$ cat config.mk
export PLATFORM = sky130hd
export DESIGN_NAME = pllc_ctrl
export DESIGN_NICKNAME = d
export VERILOG_FILES = /design/src/include/pllc_pkg.sv /design/src/core/pllc_ctrl.sv
export SDC_FILE = /design/constraint.sdc
export NUM_CORES = 1
export LEC_CHECK = 0
export BUFFER_PORTS_ARGS = -buffer_cell sky130_fd_sc_hd__buf_4
export CAP_MARGIN = 20
export CELL_PAD_IN_SITES_DETAIL_PLACEMENT = 1
export CELL_PAD_IN_SITES_GLOBAL_PLACEMENT = 1
export CORE_MARGIN = 2
export CORE_UTILIZATION = 30
export CTS_CLUSTER_DIAMETER = 30
export DETAILED_ROUTE_END_ITERATION = 16
export PLACE_DENSITY_LB_ADDON = 0.1
export SYNTH_ARGS = -nofsm -noshare
export SYNTH_HDL_FRONTEND = slang
export SYNTH_SLANG_ARGS = --single-unit
export TNS_END_PERCENT = 20
$ cat constraint.sdc
create_clock -name REF_CLK_I -period 5.5 [get_ports REF_CLK_I]
set_input_delay 0.275 -clock REF_CLK_I [delete_from_list [all_inputs] [get_ports REF_CLK_I]]
set_output_delay 0.275 -clock REF_CLK_I [all_outputs]
set_load 0.01 [all_outputs]
$ cat src/include/pllc_pkg.sv
// Purpose: Shared constants for the PLL lock detect and VCO calibration control block.
// Assumes: 32-bit APB register words, 20 MHz control clock.
// Notes:   Timing figures are kept in their printed units, cycle counts derive from them.
package pllc_pkg;

    // ------------------------------------------------------------------
    // Clock and timing
    // ------------------------------------------------------------------
    localparam int CLK_PERIOD_PS   = 50000;
    localparam int LOCK_WIN0_PS    = 2100;
    localparam int LOCK_WIN1_PS    = 4600;
    localparam int LOCK_WIN2_PS    = 7200;
    localparam int LOCK_WIN3_PS    = 19900;
    // A window is a longest time, so it rounds down, but never below one cycle.
    localparam int LOCK_WIN0_CYC   = (LOCK_WIN0_PS / CLK_PERIOD_PS < 1) ? 1 : LOCK_WIN0_PS / CLK_PERIOD_PS;
    localparam int LOCK_WIN1_CYC   = (LOCK_WIN1_PS / CLK_PERIOD_PS < 1) ? 1 : LOCK_WIN1_PS / CLK_PERIOD_PS;
    localparam int LOCK_WIN2_CYC   = (LOCK_WIN2_PS / CLK_PERIOD_PS < 1) ? 1 : LOCK_WIN2_PS / CLK_PERIOD_PS;
    localparam int LOCK_WIN3_CYC   = (LOCK_WIN3_PS / CLK_PERIOD_PS < 1) ? 1 : LOCK_WIN3_PS / CLK_PERIOD_PS;
    localparam int SETTLE_PERIODS  = 16384;
    localparam int CAL_PERIODS     = 550;

    // ------------------------------------------------------------------
    // Register map
    // ------------------------------------------------------------------
    localparam logic [7:0]  REG0_ADDR      = 8'h00;
    localparam logic [7:0]  REG2_ADDR      = 8'h08;
    localparam logic [7:0]  STAT_ADDR      = 8'h10;
    localparam logic [31:0] REG0_RST       = 32'h0000_0008;
    localparam logic [31:0] REG2_RST       = 32'h0000_0080;
    localparam int          LOCK_QUAL_LSB  = 0;
    localparam int          LOCK_QUAL_W    = 8;
    localparam int          LOCK_WINDOW_SELECT_HI_BIT   = 13;
    localparam int          LOCK_WINDOW_SELECT_LO_BIT   = 14;
    localparam int          LOCK_STAT_BIT  = 6;
    localparam int          PDN_BIT        = 7;
    localparam int          CAL_SEL_BIT    = 13;
    localparam int          LOOP_RST_BIT   = 20;
    localparam int          ST_CAL_BIT     = 0;
    localparam int          ST_REF_BIT     = 1;
    localparam int          ST_OUTEN_BIT   = 2;
    localparam int          ST_LOCK_BIT    = 3;

    // ------------------------------------------------------------------
    // Input synchroniser lanes
    // ------------------------------------------------------------------
    localparam int          SY_IN_DIV      = 0;
    localparam int          SY_FB_DIV      = 1;
    localparam int          SY_REF_OK      = 2;
    localparam int          SY_PD_PIN      = 3;
    localparam logic [3:0]  SYNC_RST       = 4'h8;

    typedef enum logic [2:0] {
        ST_REQ, ST_LOAD, ST_WREF, ST_SETTLE, ST_CAL, ST_RUN, ST_PWRDN, ST_PINDN
    } pllc_state_e;

endpackage

$ cat src/core/pllc_ctrl.sv
// Purpose: Lock detector and VCO calibration sequencer of a clock synthesizer PLL.
// Assumes: Divider outputs, reference-present and power-down pin are asynchronous.
// Notes:   Registers sit on APB; the input divider clock also serves as PFD clock.
//
// Operation
// - Lock shown on pin and register bit.
// - Locked when phase error within window.
// - Input divider is the phase reference.
// - Window select picks one of four widths; at the 20 MHz clock all four round down to one cycle here.
// - One bad cycle or slip drops lock.
// - Many successive good cycles qualify lock.
// - Auto calibration after load and clock.
// - Without reference, calibration waits for it.
// - Loop reset rise starts calibration when selected.
// - Outputs off during loop reset calibration.
// - Power-down bit low disables all outputs; here only while the calibration select bit is low.
// - Power-down release calibrates, then outputs on.
// - Pin pulse reloads, clears select, calibrates.
// - Settle 16384 input periods after reset.
// - Calibration lasts 550 phase-detector periods.
//
// Decided for this implementation: the address map and the APB interface to the registers.
`timescale 1ns/100ps
`default_nettype none

module pllc_ctrl #(
    parameter int SETTLE_CYC = pllc_pkg::SETTLE_PERIODS
) (
    input  wire logic        REF_CLK_I,
    input  wire logic        RESETN_I,
    input  wire logic [7:0]  PADDR_I,
    input  wire logic        PSEL_I,
    input  wire logic        PENABLE_I,
    input  wire logic        PWRITE_I,
    input  wire logic [31:0] PWDATA_I,
    output logic      [31:0] PRDATA_O,
    output logic             PREADY_O,
    output logic             PSLVERR_O,
    input  wire logic        IN_DIV_CLK_I,
    input  wire logic        FB_DIV_CLK_I,
    input  wire logic        REF_PRESENT_I,
    input  wire logic        PD_PIN_N_I,
    input  wire logic        NVM_DONE_I,
    input  wire logic [31:0] NVM_REG0_I,
    input  wire logic [31:0] NVM_REG2_I,
    output logic             NVM_RELOAD_O,
    output logic             PLL_LOCK_O,
    output logic             CLK_OUT_EN_O,
    output logic             CAL_BUSY_O
);
    import pllc_pkg::*;

    function automatic logic [7:0] win_cycles(input logic [1:0] sel);
        case (sel)
            2'b00:   win_cycles = 8'(LOCK_WIN0_CYC);
            2'b01:   win_cycles = 8'(LOCK_WIN1_CYC);
            2'b10:   win_cycles = 8'(LOCK_WIN2_CYC);
            default: win_cycles = 8'(LOCK_WIN3_CYC);
        endcase
    endfunction

    // ------------------------------------------------------------------
    // Input synchronisers
    // ------------------------------------------------------------------
    logic [3:0] s1_r, s2_r, s3_r;
    logic [3:0] rise, fall;

    always_ff @(posedge REF_CLK_I) begin
        if (!RESETN_I) begin
            s1_r <= SYNC_RST;
            s2_r <= SYNC_RST;
            s3_r <= SYNC_RST;
        end else begin
            s1_r <= {PD_PIN_N_I, REF_PRESENT_I, FB_DIV_CLK_I, IN_DIV_CLK_I};
            s2_r <= s1_r;
            s3_r <= s2_r;
        end
    end

    assign rise = s2_r & ~s3_r;
    assign fall = ~s2_r & s3_r;

    // ------------------------------------------------------------------
    // Register file and APB slave
    // ------------------------------------------------------------------
    logic [31:0] reg0_r, reg0_nxt;
    logic [31:0] reg2_r, reg2_nxt;
    logic [31:0] rdata_r, rdata_nxt;
    pllc_state_e state_r, state_nxt;
    logic        boot_r, lock_r, cal_r, outen_r;
    logic        mapped, wr_acc;

    assign mapped    = (PADDR_I == REG0_ADDR) || (PADDR_I == REG2_ADDR) || (PADDR_I == STAT_ADDR);
    assign wr_acc    = PSEL_I && PENABLE_I && PWRITE_I;
    assign PREADY_O  = 1'b1;
    assign PSLVERR_O = PSEL_I && PENABLE_I && !mapped;
    assign PRDATA_O  = rdata_r;

    always_comb begin
        reg0_nxt  = reg0_r;
        reg2_nxt  = reg2_r;
        rdata_nxt = rdata_r;
        if (NVM_DONE_I && state_r == ST_LOAD) begin
            reg0_nxt = NVM_REG0_I;
            reg2_nxt = NVM_REG2_I;
            if (!boot_r) begin
                reg2_nxt[CAL_SEL_BIT] = 1'b0;
            end
        end else if (wr_acc && PADDR_I == REG0_ADDR) begin
            reg0_nxt = PWDATA_I;
        end else if (wr_acc && PADDR_I == REG2_ADDR) begin
            reg2_nxt = PWDATA_I;
        end
        // The lock bit is never stored; reads always mirror the detector.
        reg2_nxt[LOCK_STAT_BIT] = 1'b0;
        if (PSEL_I && !PENABLE_I && !PWRITE_I) begin
            rdata_nxt = 32'h0000_0000;
            if (PADDR_I == REG0_ADDR) begin
                rdata_nxt = reg0_r;
            end else if (PADDR_I == REG2_ADDR) begin
                rdata_nxt = reg2_r;
                rdata_nxt[LOCK_STAT_BIT] = lock_r;
            end else if (PADDR_I == STAT_ADDR) begin
                rdata_nxt[ST_CAL_BIT]   = cal_r;
                rdata_nxt[ST_REF_BIT]   = s2_r[SY_REF_OK];
                rdata_nxt[ST_OUTEN_BIT] = outen_r;
                rdata_nxt[ST_LOCK_BIT]  = lock_r;
            end
        end
    end

    always_ff @(posedge REF_CLK_I) begin
        if (!RESETN_I) begin
            reg0_r  <= REG0_RST;
            reg2_r  <= REG2_RST;
            rdata_r <= 32'h0000_0000;
        end else begin
            reg0_r  <= reg0_nxt;
            reg2_r  <= reg2_nxt;
            rdata_r <= rdata_nxt;
        end
    end

    // ------------------------------------------------------------------
    // Calibration sequencer
    // ------------------------------------------------------------------
    logic [15:0] cnt_r, cnt_nxt;
    logic        boot_nxt, lr_q_r, pdn_q_r;
    logic        in_edge, pdn, sel;

    assign in_edge = rise[SY_IN_DIV];
    assign pdn     = reg2_r[PDN_BIT];
    assign sel     = reg2_r[CAL_SEL_BIT];

    always_comb begin
        state_nxt = state_r;
        cnt_nxt   = cnt_r;
        boot_nxt  = boot_r;
        if (fall[SY_PD_PIN] && state_r != ST_PINDN) begin
            state_nxt = ST_PINDN;
        end else begin
            unique case (state_r)
                ST_REQ: begin
                    state_nxt = ST_LOAD;
                end
                ST_LOAD: begin
                    if (NVM_DONE_I) begin
                        state_nxt = ST_WREF;
                    end
                end
                ST_WREF: begin
                    cnt_nxt = 16'h0000;
                    if (s2_r[SY_REF_OK]) begin
                        state_nxt = boot_r ? ST_SETTLE : ST_CAL;
                    end
                end
                ST_SETTLE: begin
                    if (in_edge) begin
                        cnt_nxt = cnt_r + 16'h0001;
                        if (cnt_r == 16'(SETTLE_CYC - 1)) begin
                            state_nxt = ST_CAL;
                            cnt_nxt   = 16'h0000;
                            boot_nxt  = 1'b0;
                        end
                    end
                end
                ST_CAL: begin
                    if (in_edge) begin
                        cnt_nxt = cnt_r + 16'h0001;
                        if (cnt_r == 16'(CAL_PERIODS - 1)) begin
                            state_nxt = ST_RUN;
                            cnt_nxt   = 16'h0000;
                        end
                    end
                end
                ST_RUN: begin
                    cnt_nxt = 16'h0000;
                    if (sel && pdn && reg2_r[LOOP_RST_BIT] && !lr_q_r) begin
                        state_nxt = ST_CAL;
                    end else if (!sel && !pdn && pdn_q_r) begin
                        state_nxt = ST_PWRDN;
                    end
                end
                ST_PWRDN: begin
                    cnt_nxt = 16'h0000;
                    if (pdn) begin
                        state_nxt = ST_CAL;
                    end
                end
                ST_PINDN: begin
                    if (rise[SY_PD_PIN]) begin
                        state_nxt = ST_REQ;
                    end
                end
            endcase
        end
    end

    always_ff @(posedge REF_CLK_I) begin
        if (!RESETN_I) begin
            state_r      <= ST_REQ;
            cnt_r        <= 16'h0000;
            boot_r       <= 1'b1;
            lr_q_r       <= 1'b0;
            pdn_q_r      <= 1'b1;
            outen_r      <= 1'b0;
            cal_r        <= 1'b0;
            NVM_RELOAD_O <= 1'b0;
        end else begin
            state_r      <= state_nxt;
            cnt_r        <= cnt_nxt;
            boot_r       <= boot_nxt;
            lr_q_r       <= reg2_r[LOOP_RST_BIT];
            pdn_q_r      <= pdn;
            outen_r      <= (state_nxt == ST_RUN);
            cal_r        <= (state_nxt == ST_CAL);
            // Taken from the present state so the pulse follows reset as well as the pin.
            NVM_RELOAD_O <= (state_r == ST_REQ);
        end
    end

    assign CLK_OUT_EN_O = outen_r;
    assign CAL_BUSY_O   = cal_r;

    // ------------------------------------------------------------------
    // Phase lock detector
    // ------------------------------------------------------------------
    logic [7:0] since_ref_r, since_ref_nxt;
    logic [7:0] since_fb_r, since_fb_nxt;
    logic [7:0] good_r, good_nxt;
    logic       pend_r, pend_nxt, fb_seen_r, fb_seen_nxt;
    logic       ref_seen_r, ref_seen_nxt, lock_nxt;
    logic [7:0] win, qual;
    logic       re, fe, good, bad, slip;

    assign re   = rise[SY_IN_DIV];
    assign fe   = rise[SY_FB_DIV];
    assign win  = win_cycles({reg0_r[LOCK_WINDOW_SELECT_HI_BIT], reg0_r[LOCK_WINDOW_SELECT_LO_BIT]});
    assign qual = reg0_r[LOCK_QUAL_LSB +: LOCK_QUAL_W];
    // A feedback edge on the reference edge belongs to the new cycle, so it is no slip.
    assign slip = (re && ref_seen_r && !fb_seen_r) || (fe && !re && fb_seen_r);

    always_comb begin
        good          = 1'b0;
        bad           = 1'b0;
        pend_nxt      = pend_r;
        since_ref_nxt = (since_ref_r == 8'hFF) ? since_ref_r : since_ref_r + 8'h01;
        since_fb_nxt  = (since_fb_r == 8'hFF) ? since_fb_r : since_fb_r + 8'h01;
        fb_seen_nxt   = fb_seen_r | fe;
        ref_seen_nxt  = ref_seen_r | re;
        if (re) begin
            since_ref_nxt = 8'h00;
            fb_seen_nxt   = fe;
            bad           = pend_r;
            // Difference in cycles is one more than the age counter.
            if (fe || (since_fb_r < win - 8'h01)) begin
                good     = !pend_r;
                pend_nxt = 1'b0;
            end else begin
                pend_nxt = 1'b1;
            end
        end else if (pend_r) begin
            if (fe && (since_ref_r < win - 8'h01)) begin
                good     = 1'b1;
                pend_nxt = 1'b0;
            end else if (since_ref_r >= win - 8'h01) begin
                bad      = 1'b1;
                pend_nxt = 1'b0;
            end
        end
        if (fe) begin
            since_fb_nxt = 8'h00;
        end
        lock_nxt = lock_r;
        good_nxt = good_r;
        if (state_nxt != ST_RUN || !pdn) begin
            lock_nxt     = 1'b0;
            good_nxt     = 8'h00;
            pend_nxt     = 1'b0;
            ref_seen_nxt = 1'b0;
        end else if (bad || slip) begin
            lock_nxt = 1'b0;
            good_nxt = 8'h00;
        end else if (good) begin
            good_nxt = (good_r == 8'hFF) ? good_r : good_r + 8'h01;
            if (good_r + 8'h01 >= qual) begin
                lock_nxt = 1'b1;
            end
        end
    end

    always_ff @(posedge REF_CLK_I) begin
        if (!RESETN_I) begin
            since_ref_r <= 8'hFF;
            since_fb_r  <= 8'hFF;
            good_r      <= 8'h00;
            pend_r      <= 1'b0;
            fb_seen_r   <= 1'b0;
            ref_seen_r  <= 1'b0;
            lock_r      <= 1'b0;
        end else begin
            since_ref_r <= since_ref_nxt;
            since_fb_r  <= since_fb_nxt;
            good_r      <= good_nxt;
            pend_r      <= pend_nxt;
            fb_seen_r   <= fb_seen_nxt;
            ref_seen_r  <= ref_seen_nxt;
            lock_r      <= lock_nxt;
        end
    end

    assign PLL_LOCK_O = lock_r;

endmodule

`default_nettype wire

==> impl_metrics.json, run 1 <==
{
  "worstHoldStart": "PD_PIN_N_I",
  "ctsHoldBuffers": 0,
  "ys_ff_latch": 143,
  "clk_pin_slew_worst_paths_ns": 0.06,
  "grt_pass1_vias": 6205,
  "first_pass_iters": 4,
  "clock_skew_ns": 0.0115,
  "reg2reg_depth": 5,
  "vias": 5829,
  "slowest_delay_ns": 0.95,
  "crit_path_start_kind": "flip-flop",
  "crit_path_end_kind": "flip-flop",
  "cts_tree": "done",
  "rsz0062_at_grt": "false",
  "numCtsBuffers": 17,
  "yosys_warnings": 0,
  "synthTopCellsByCount": "dfxtp_1, a21oi_1, mux2i_1, o21ai_0, nand2_1",
  "syn_area_per_cell_um2": 9.06,
  "cts_setup_buffers": 0,
  "fmax_mhz": 389,
  "synth_cell_types": 55,
  "fillers": 2494,
  "ys.flop_type": "dfxtp_1",
  "hold-path-endpoint": "s1_r[3]",
  "hold_viol": 0,
  "p_leak_nw": 3.49,
  "dieArea_um2": 23200,
  "cap_viol_max_count": 0,
  "clk_latency_ns": 0.42,
  "cp.arrival_ns": 2.85,
  "n_antenna_cell": 0,
  "drc_errors": 0,
  "die_w_um": 152,
  "io_buffers": 149,
  "rows": 54,
  "path_cells": "o21ai_0, a211oi_1, nand4_1, xor2_1, nor2_1",
  "die_h_um": 152,
  "whs_path_depth": 2,
  "timing.slew.headroom_pct": 28.2,
  "yosys.area.top_type": "dfxtp_1",
  "ant_nets": 0,
  "wire_per_inst_um": 17.4,
  "grt_util_all_layers_pct": 17.2,
  "utilization_pct": 39.5,
  "ctsResizeCount": 0,
  "gp_congestion": 0.773,
  "synth_area_leaders": "dfxtp_1, mux2i_1, a21oi_1",
  "r2r-start": "state_r[2]",
  "critPathSlowestCell": "a211oi_1",
  "fin_setup_tns_ns": 0,
  "synth_edf_count": 0,
  "synth_fp_nets": 854,
  "grt_max_degree": 110,
  "pin_count": 152,
  "critPathKind": "reg -> reg",
  "seq_area_frac_synth_pct": 43.3,
  "hold_path_class": "in -> reg",
  "slew_violations": 0,
  "antenna_found_initial": 0,
  "syn_area_um2": 6610,
  "tightest_slew_ns": 1.07,
  "setup_ws_ns": 2.93,
  "final_layout_size_suffix_gt1_share_pct": 23.5,
  "finalWirelength_mm": 19.9,
  "htreeDepth": 4,
  "cts_buffer_depth": 2,
  "power.density_nw_per_um2": 313,
  "grt_pass1_wl_mm": 32.5,
  "syn_inst": 729,
  "pre_cts_ws_ns": 2.54,
  "cts.sinks": 143,
  "start_util_pct": 30.5,
  "vias_per_cell": 5.10,
  "irDropWorstVdd_mv": 0.180,
  "drt-initial-drc-count": 243,
  "post-route-period-util_pct": 46.8,
  "cts_root_buf": "clkbuf_16",
  "nets": 974,
  "critPathMaxFanout": 18,
  "synth_top_area_share_pct": 43.3,
  "fin_crit_ns": 2.57,
  "hpwl_mm": 13.7,
  "critPathRequiredTime_ns": 5.78,
  "layout-area-overhead-vs-synth_pct": 29.6,
  "async_flop_share_pct": 0,
  "grt.overflow.total": 0,
  "rr_endpoint": "cnt_r[15]",
  "finalSetupViolations": 0,
  "rrSetupSlack_ns": 2.93,
  "synth_most_common_cell": "dfxtp_1",
  "status": "finished clean",
  "coreArea_um2": 21700
}
## final cells by class
class	count	area [um^2]	share of cell area (%)
Sequential cell	143	2860	33.4
Inverter	18	67.6	0.789
Clock inverter	14	188	2.19
Clock buffer	18	439	5.13
Multi-Input combinational cell	513	3480	40.7
Tap cell	280	350	4.09
Timing Repair Buffer	156	1170	13.7
## cells by family (layout without fill, tap and decap cells)
family | count (synthesis) | after routing | share of synthesized area [%]
DFF | 143 | 143 | 43.3
AOI/OAI and AO/OA | 231 | 231 | 22.1
other | 1 | 1 | 0.0568
adders and majority gates | 11 | 11 | 2.08
xor gates and xnor gates | 25 | 25 | 3.32
muxes | 68 | 68 | 10.3
and+or+nand+nor | 177 | 177 | 14.4
buffers and inverters | 73 | 206 | 4.39
## routing by layer
metal | part of all wire [%] | track usage [%] | vias to the layer above
met3 | 4.3 | 3.84 | 17
met1 | 45 | 21.4 | 2836
met5 | 0 | 0 | -
li1 | - | - | 2863
met4 | 1.5 | 6.36 | 0
met2 | 49 | 29.3 | 113
## worst max path at each step
stage          startpoint          to  cells past startpoint
4_1_cts        state_r[2]    cnt_r[6]                      5
5_1_grt        state_r[2]    cnt_r[0]                      5
2_1_floorplan   good_r[0]  PLL_LOCK_O                      9
6_report       state_r[2]   cnt_r[15]                      5
3_5_place_dp   PADDR_I[6]  reg2_r[24]                      9
3_3_place_gp   PADDR_I[0]  reg2_r[19]                      9
## power by group
group	total (mW)	internal [mW]	switching, mW
logic	0.300	0.144	0.156
clock network	1.23	0.771	0.458
registers	1.15	1.10	0.0462
## cell usage in the layout, fill, tap and decap left out, types with 6 or more instances in the layout
cell       netlist  layout
a22oi_1         28      28
clkbuf_16        0      17
dfxtp_1        143     143
and2_1          17      17
nor3_1           9       8
nand4_1          6       6
inv_1           18      18
buf_4            1     156
xnor2_1         12      12
o21ai_0         68      68
nand2_1         46      46
mux2i_1         68      68
xor2_1          13      13
o211a_1         28      28
nor2_1          39      39
nand2b_1        10      10
a21oi_1         75      75
nand3_1         14      13
ha_1            11      11
## metrics by stage
stage	hold WS [ns]	total power [mW]	area, um^2	cells
floorplan	0.376	1.34	6610	729
finish	0.0507	2.68	8560	1142
global route	0.0522	2.81	8560	1142
CTS	0.0258	2.72	8560	1142
detailed placement	0.396	1.48	7930	1110
global placement	0.393	1.47	7930	1110
## critical path, delay by kind of cell (launching register included)
kind / cells / cell delay (ns)
compound gates: 2 / 1.24
flops: 1 / 0.68
xor+xnor: 1 / 0.21
simple gates: 2 / 0.29
## flip-flops by register name (all words and copies together), names as in the netlist
name	cells
PRDATA_O	32
reg0_r	32
reg2_r	31
cnt_r	16
good_r	8
s1_r	4
s2_r	4
s3_r	3
state_r	3
CAL_BUSY_O	1
CLK_OUT_EN_O	1
NVM_RELOAD_O	1
PLL_LOCK_O	1
boot_r	1
fb_seen_r	1
lr_q_r	1
pdn_q_r	1
pend_r	1
ref_seen_r	1
(Power assumes the default switching activity.)
==> run 2, diff against run 1 <==
- clock period: 5.5 -> 2.6 ns (I/O delays scaled with it)
==> run 2 against run 1 <==
  * Global-route usage increased by 0.67 points
  * Critical path depth increased by 1
  * Sequential power rose by 110%
  * Critical path type unchanged
  * Critical endpoint is now reg2_r[26]
  * Largest power group unchanged
  * Highest routed layer unchanged
==> impl_metrics.json, run 2 (synthesized netlist as in run 1, its figures left out) <==
{
  "die_w_um": 152,
  "fillers": 2479,
  "path_cells": "nor2b_2, nand3_4, buf_12, o21ai_0, a21oi_1, dlygate4sd3_1",
  "hold_path_class": "in -> reg",
  "vias_per_cell": 5.04,
  "r2r-start": "state_r[2]",
  "irDropWorstVdd_mv": 0.405,
  "cts_setup_buffers": 0,
  "fin_hold_ws_ns": 0.00762,
  "final_common_cell": "buf_4",
  "drc_errors": 0,
  "postPlaceCellArea_um2": 8050,
  "grt_util_all_layers_pct": 17.9,
  "crit_family": "buffers and inverters",
  "io_buffers": 149,
  "cap_viol_max_count": 0,
  "antenna_found_initial": 0,
  "cts_root_buf": "clkbuf_16",
  "grt_pass1_vias": 6452,
  "n_antenna_cell": 0,
  "worstHoldStart": "NVM_REG0_I[16]",
  "layout-area-overhead-vs-synth_pct": 42.1,
  "grt_pass1_wl_mm": 33.6,
  "critPathMaxFanout": 41,
  "p_leak_nw": 3.86,
  "power.density_nw_per_um2": 630,
  "rsz0062_at_grt": "false",
  "grt.overflow.total": 0,
  "slew_violations": 0,
  "timing.slew.headroom_pct": 56.2,
  "cts.sinks": 143,
  "tightest_slew_ns": 0.654,
  "clock_skew_ns": 0.0120,
  "final_layout_size_suffix_gt1_share_pct": 22.5,
  "nets": 1048,
  "cp_num_buf_inv": 2,
  "clk_pin_slew_worst_paths_ns": 0.06,
  "fmax_mhz": 414,
  "htreeDepth": 4,
  "crit_path_end_kind": "flip-flop",
  "die_h_um": 152,
  "coreArea_um2": 21700,
  "crit_path_start_kind": "flip-flop",
  "cts_tree": "done",
  "finalSetupViolations": 0,
  "final_area_um2": 9390,
  "grt_max_degree": 73,
  "hpwl_mm": 14.1,
  "vias": 6129,
  "pin_count": 152,
  "post-route-period-util_pct": 93.0,
  "clk_latency_ns": 0.43,
  "wire_per_inst_um": 17.4,
  "ant_nets": 0,
  "finalWirelength_mm": 21.2,
  "hold_viol": 0,
  "start_util_pct": 30.5,
  "critPathRequiredTime_ns": 2.91,
  "utilization_pct": 43.3,
  "drt-initial-drc-count": 233,
  "slowest_delay_ns": 0.55,
  "numCtsBuffers": 17,
  "fin_setup_tns_ns": 0,
  "final_cell_mix": "buf_4, dfxtp_1, a21oi_1",
  "critPathSlowestCell": "dlygate4sd3_1",
  "first_pass_iters": 5,
  "fin_crit_ns": 2.42,
  "power_mw": 5.92,
  "gp_congestion": 0.762,
  "dieArea_um2": 23200,
  "cp.arrival_ns": 2.73,
  "status": "finished clean",
  "rows": 54,
  "cts_buffer_depth": 2,
  "cp-startpoint": "state_r[2]",
  "critPathKind": "reg -> reg"
}
## run 2: cell count changes in the layout (fill, tap and decap cells not counted), sizes merged
| cell | before | now |
|---|---|---|
| nand3 | 14 | 15 |
| dlygate4sd3 | 0 | 67 |
| bufinv | 4 | 5 |
| buf | 156 | 162 |
| clkinvlp | 1 | 2 |
| clkinv | 7 | 4 |
## run 2: metal layers
| metal | share of wire, % | GRT usage (%) |
|---|---|---|
| met1 | 46 | 22.2 |
| met2 | 49 | 30.9 |
| met3 | 3.8 | 4.58 |
| met4 | 1.4 | 4.76 |
| met5 | 0 | 0 |
## run 2: stage by stage
stage,cells,setup slack [ns]
2_1_floorplan,729,0.619
3_3_place_gp,1116,0.424
3_5_place_dp,1116,0.392
4_1_cts,1214,0.00716
5_1_grt,1215,0.0102
6_report,1215,0.183
## run 2: worst register-to-register path, delay by kind of cell (launching register included)
kind | cells | cell delay, ns
simple gates | 2 | 0.69
compound gates | 2 | 0.26
buf+inv | 2 | 0.87
flops | 1 | 0.49
## run 2: final timing paths
| check | endpoint | slack (ns) | depth (start not counted) |
|---|---|---|---|
| setup / recovery | reg2_r[26] | 0.18 | 6 |
| hold / removal | reg0_r[16] | 0.008 | 3 |
| setup reg to reg | reg2_r[26] | 0.18 | 6 |
| hold reg to reg | s2_r[3] | 0.42 | 1 |
## run 2: cell type report
cell class | instances | area, um^2 | area share (%)
Clock inverter | 13 | 210 | 2.24
Sequential cell | 143 | 2860 | 30.5
Tap cell | 280 | 350 | 3.73
Multi-Input combinational cell | 514 | 3490 | 37.2
Clock buffer | 18 | 439 | 4.68
Inverter | 18 | 67.6 | 0.720
Timing Repair Buffer | 229 | 1960 | 20.9
## run 2: timing repair
item,4_1_cts,5_1_grt
hold buffers,67,0
setup endpoints to repair,0,12
hold endpoints to repair,47,0
resized for setup,0,1
## run 2: report_power, final
part	internal [mW]	switching [mW]	total (mW)	leakage (nW)
Combinational	0.404	0.368	0.771	2.38
Clock	1.73	0.979	2.71	0.313
Sequential	2.34	0.104	2.44	1.17
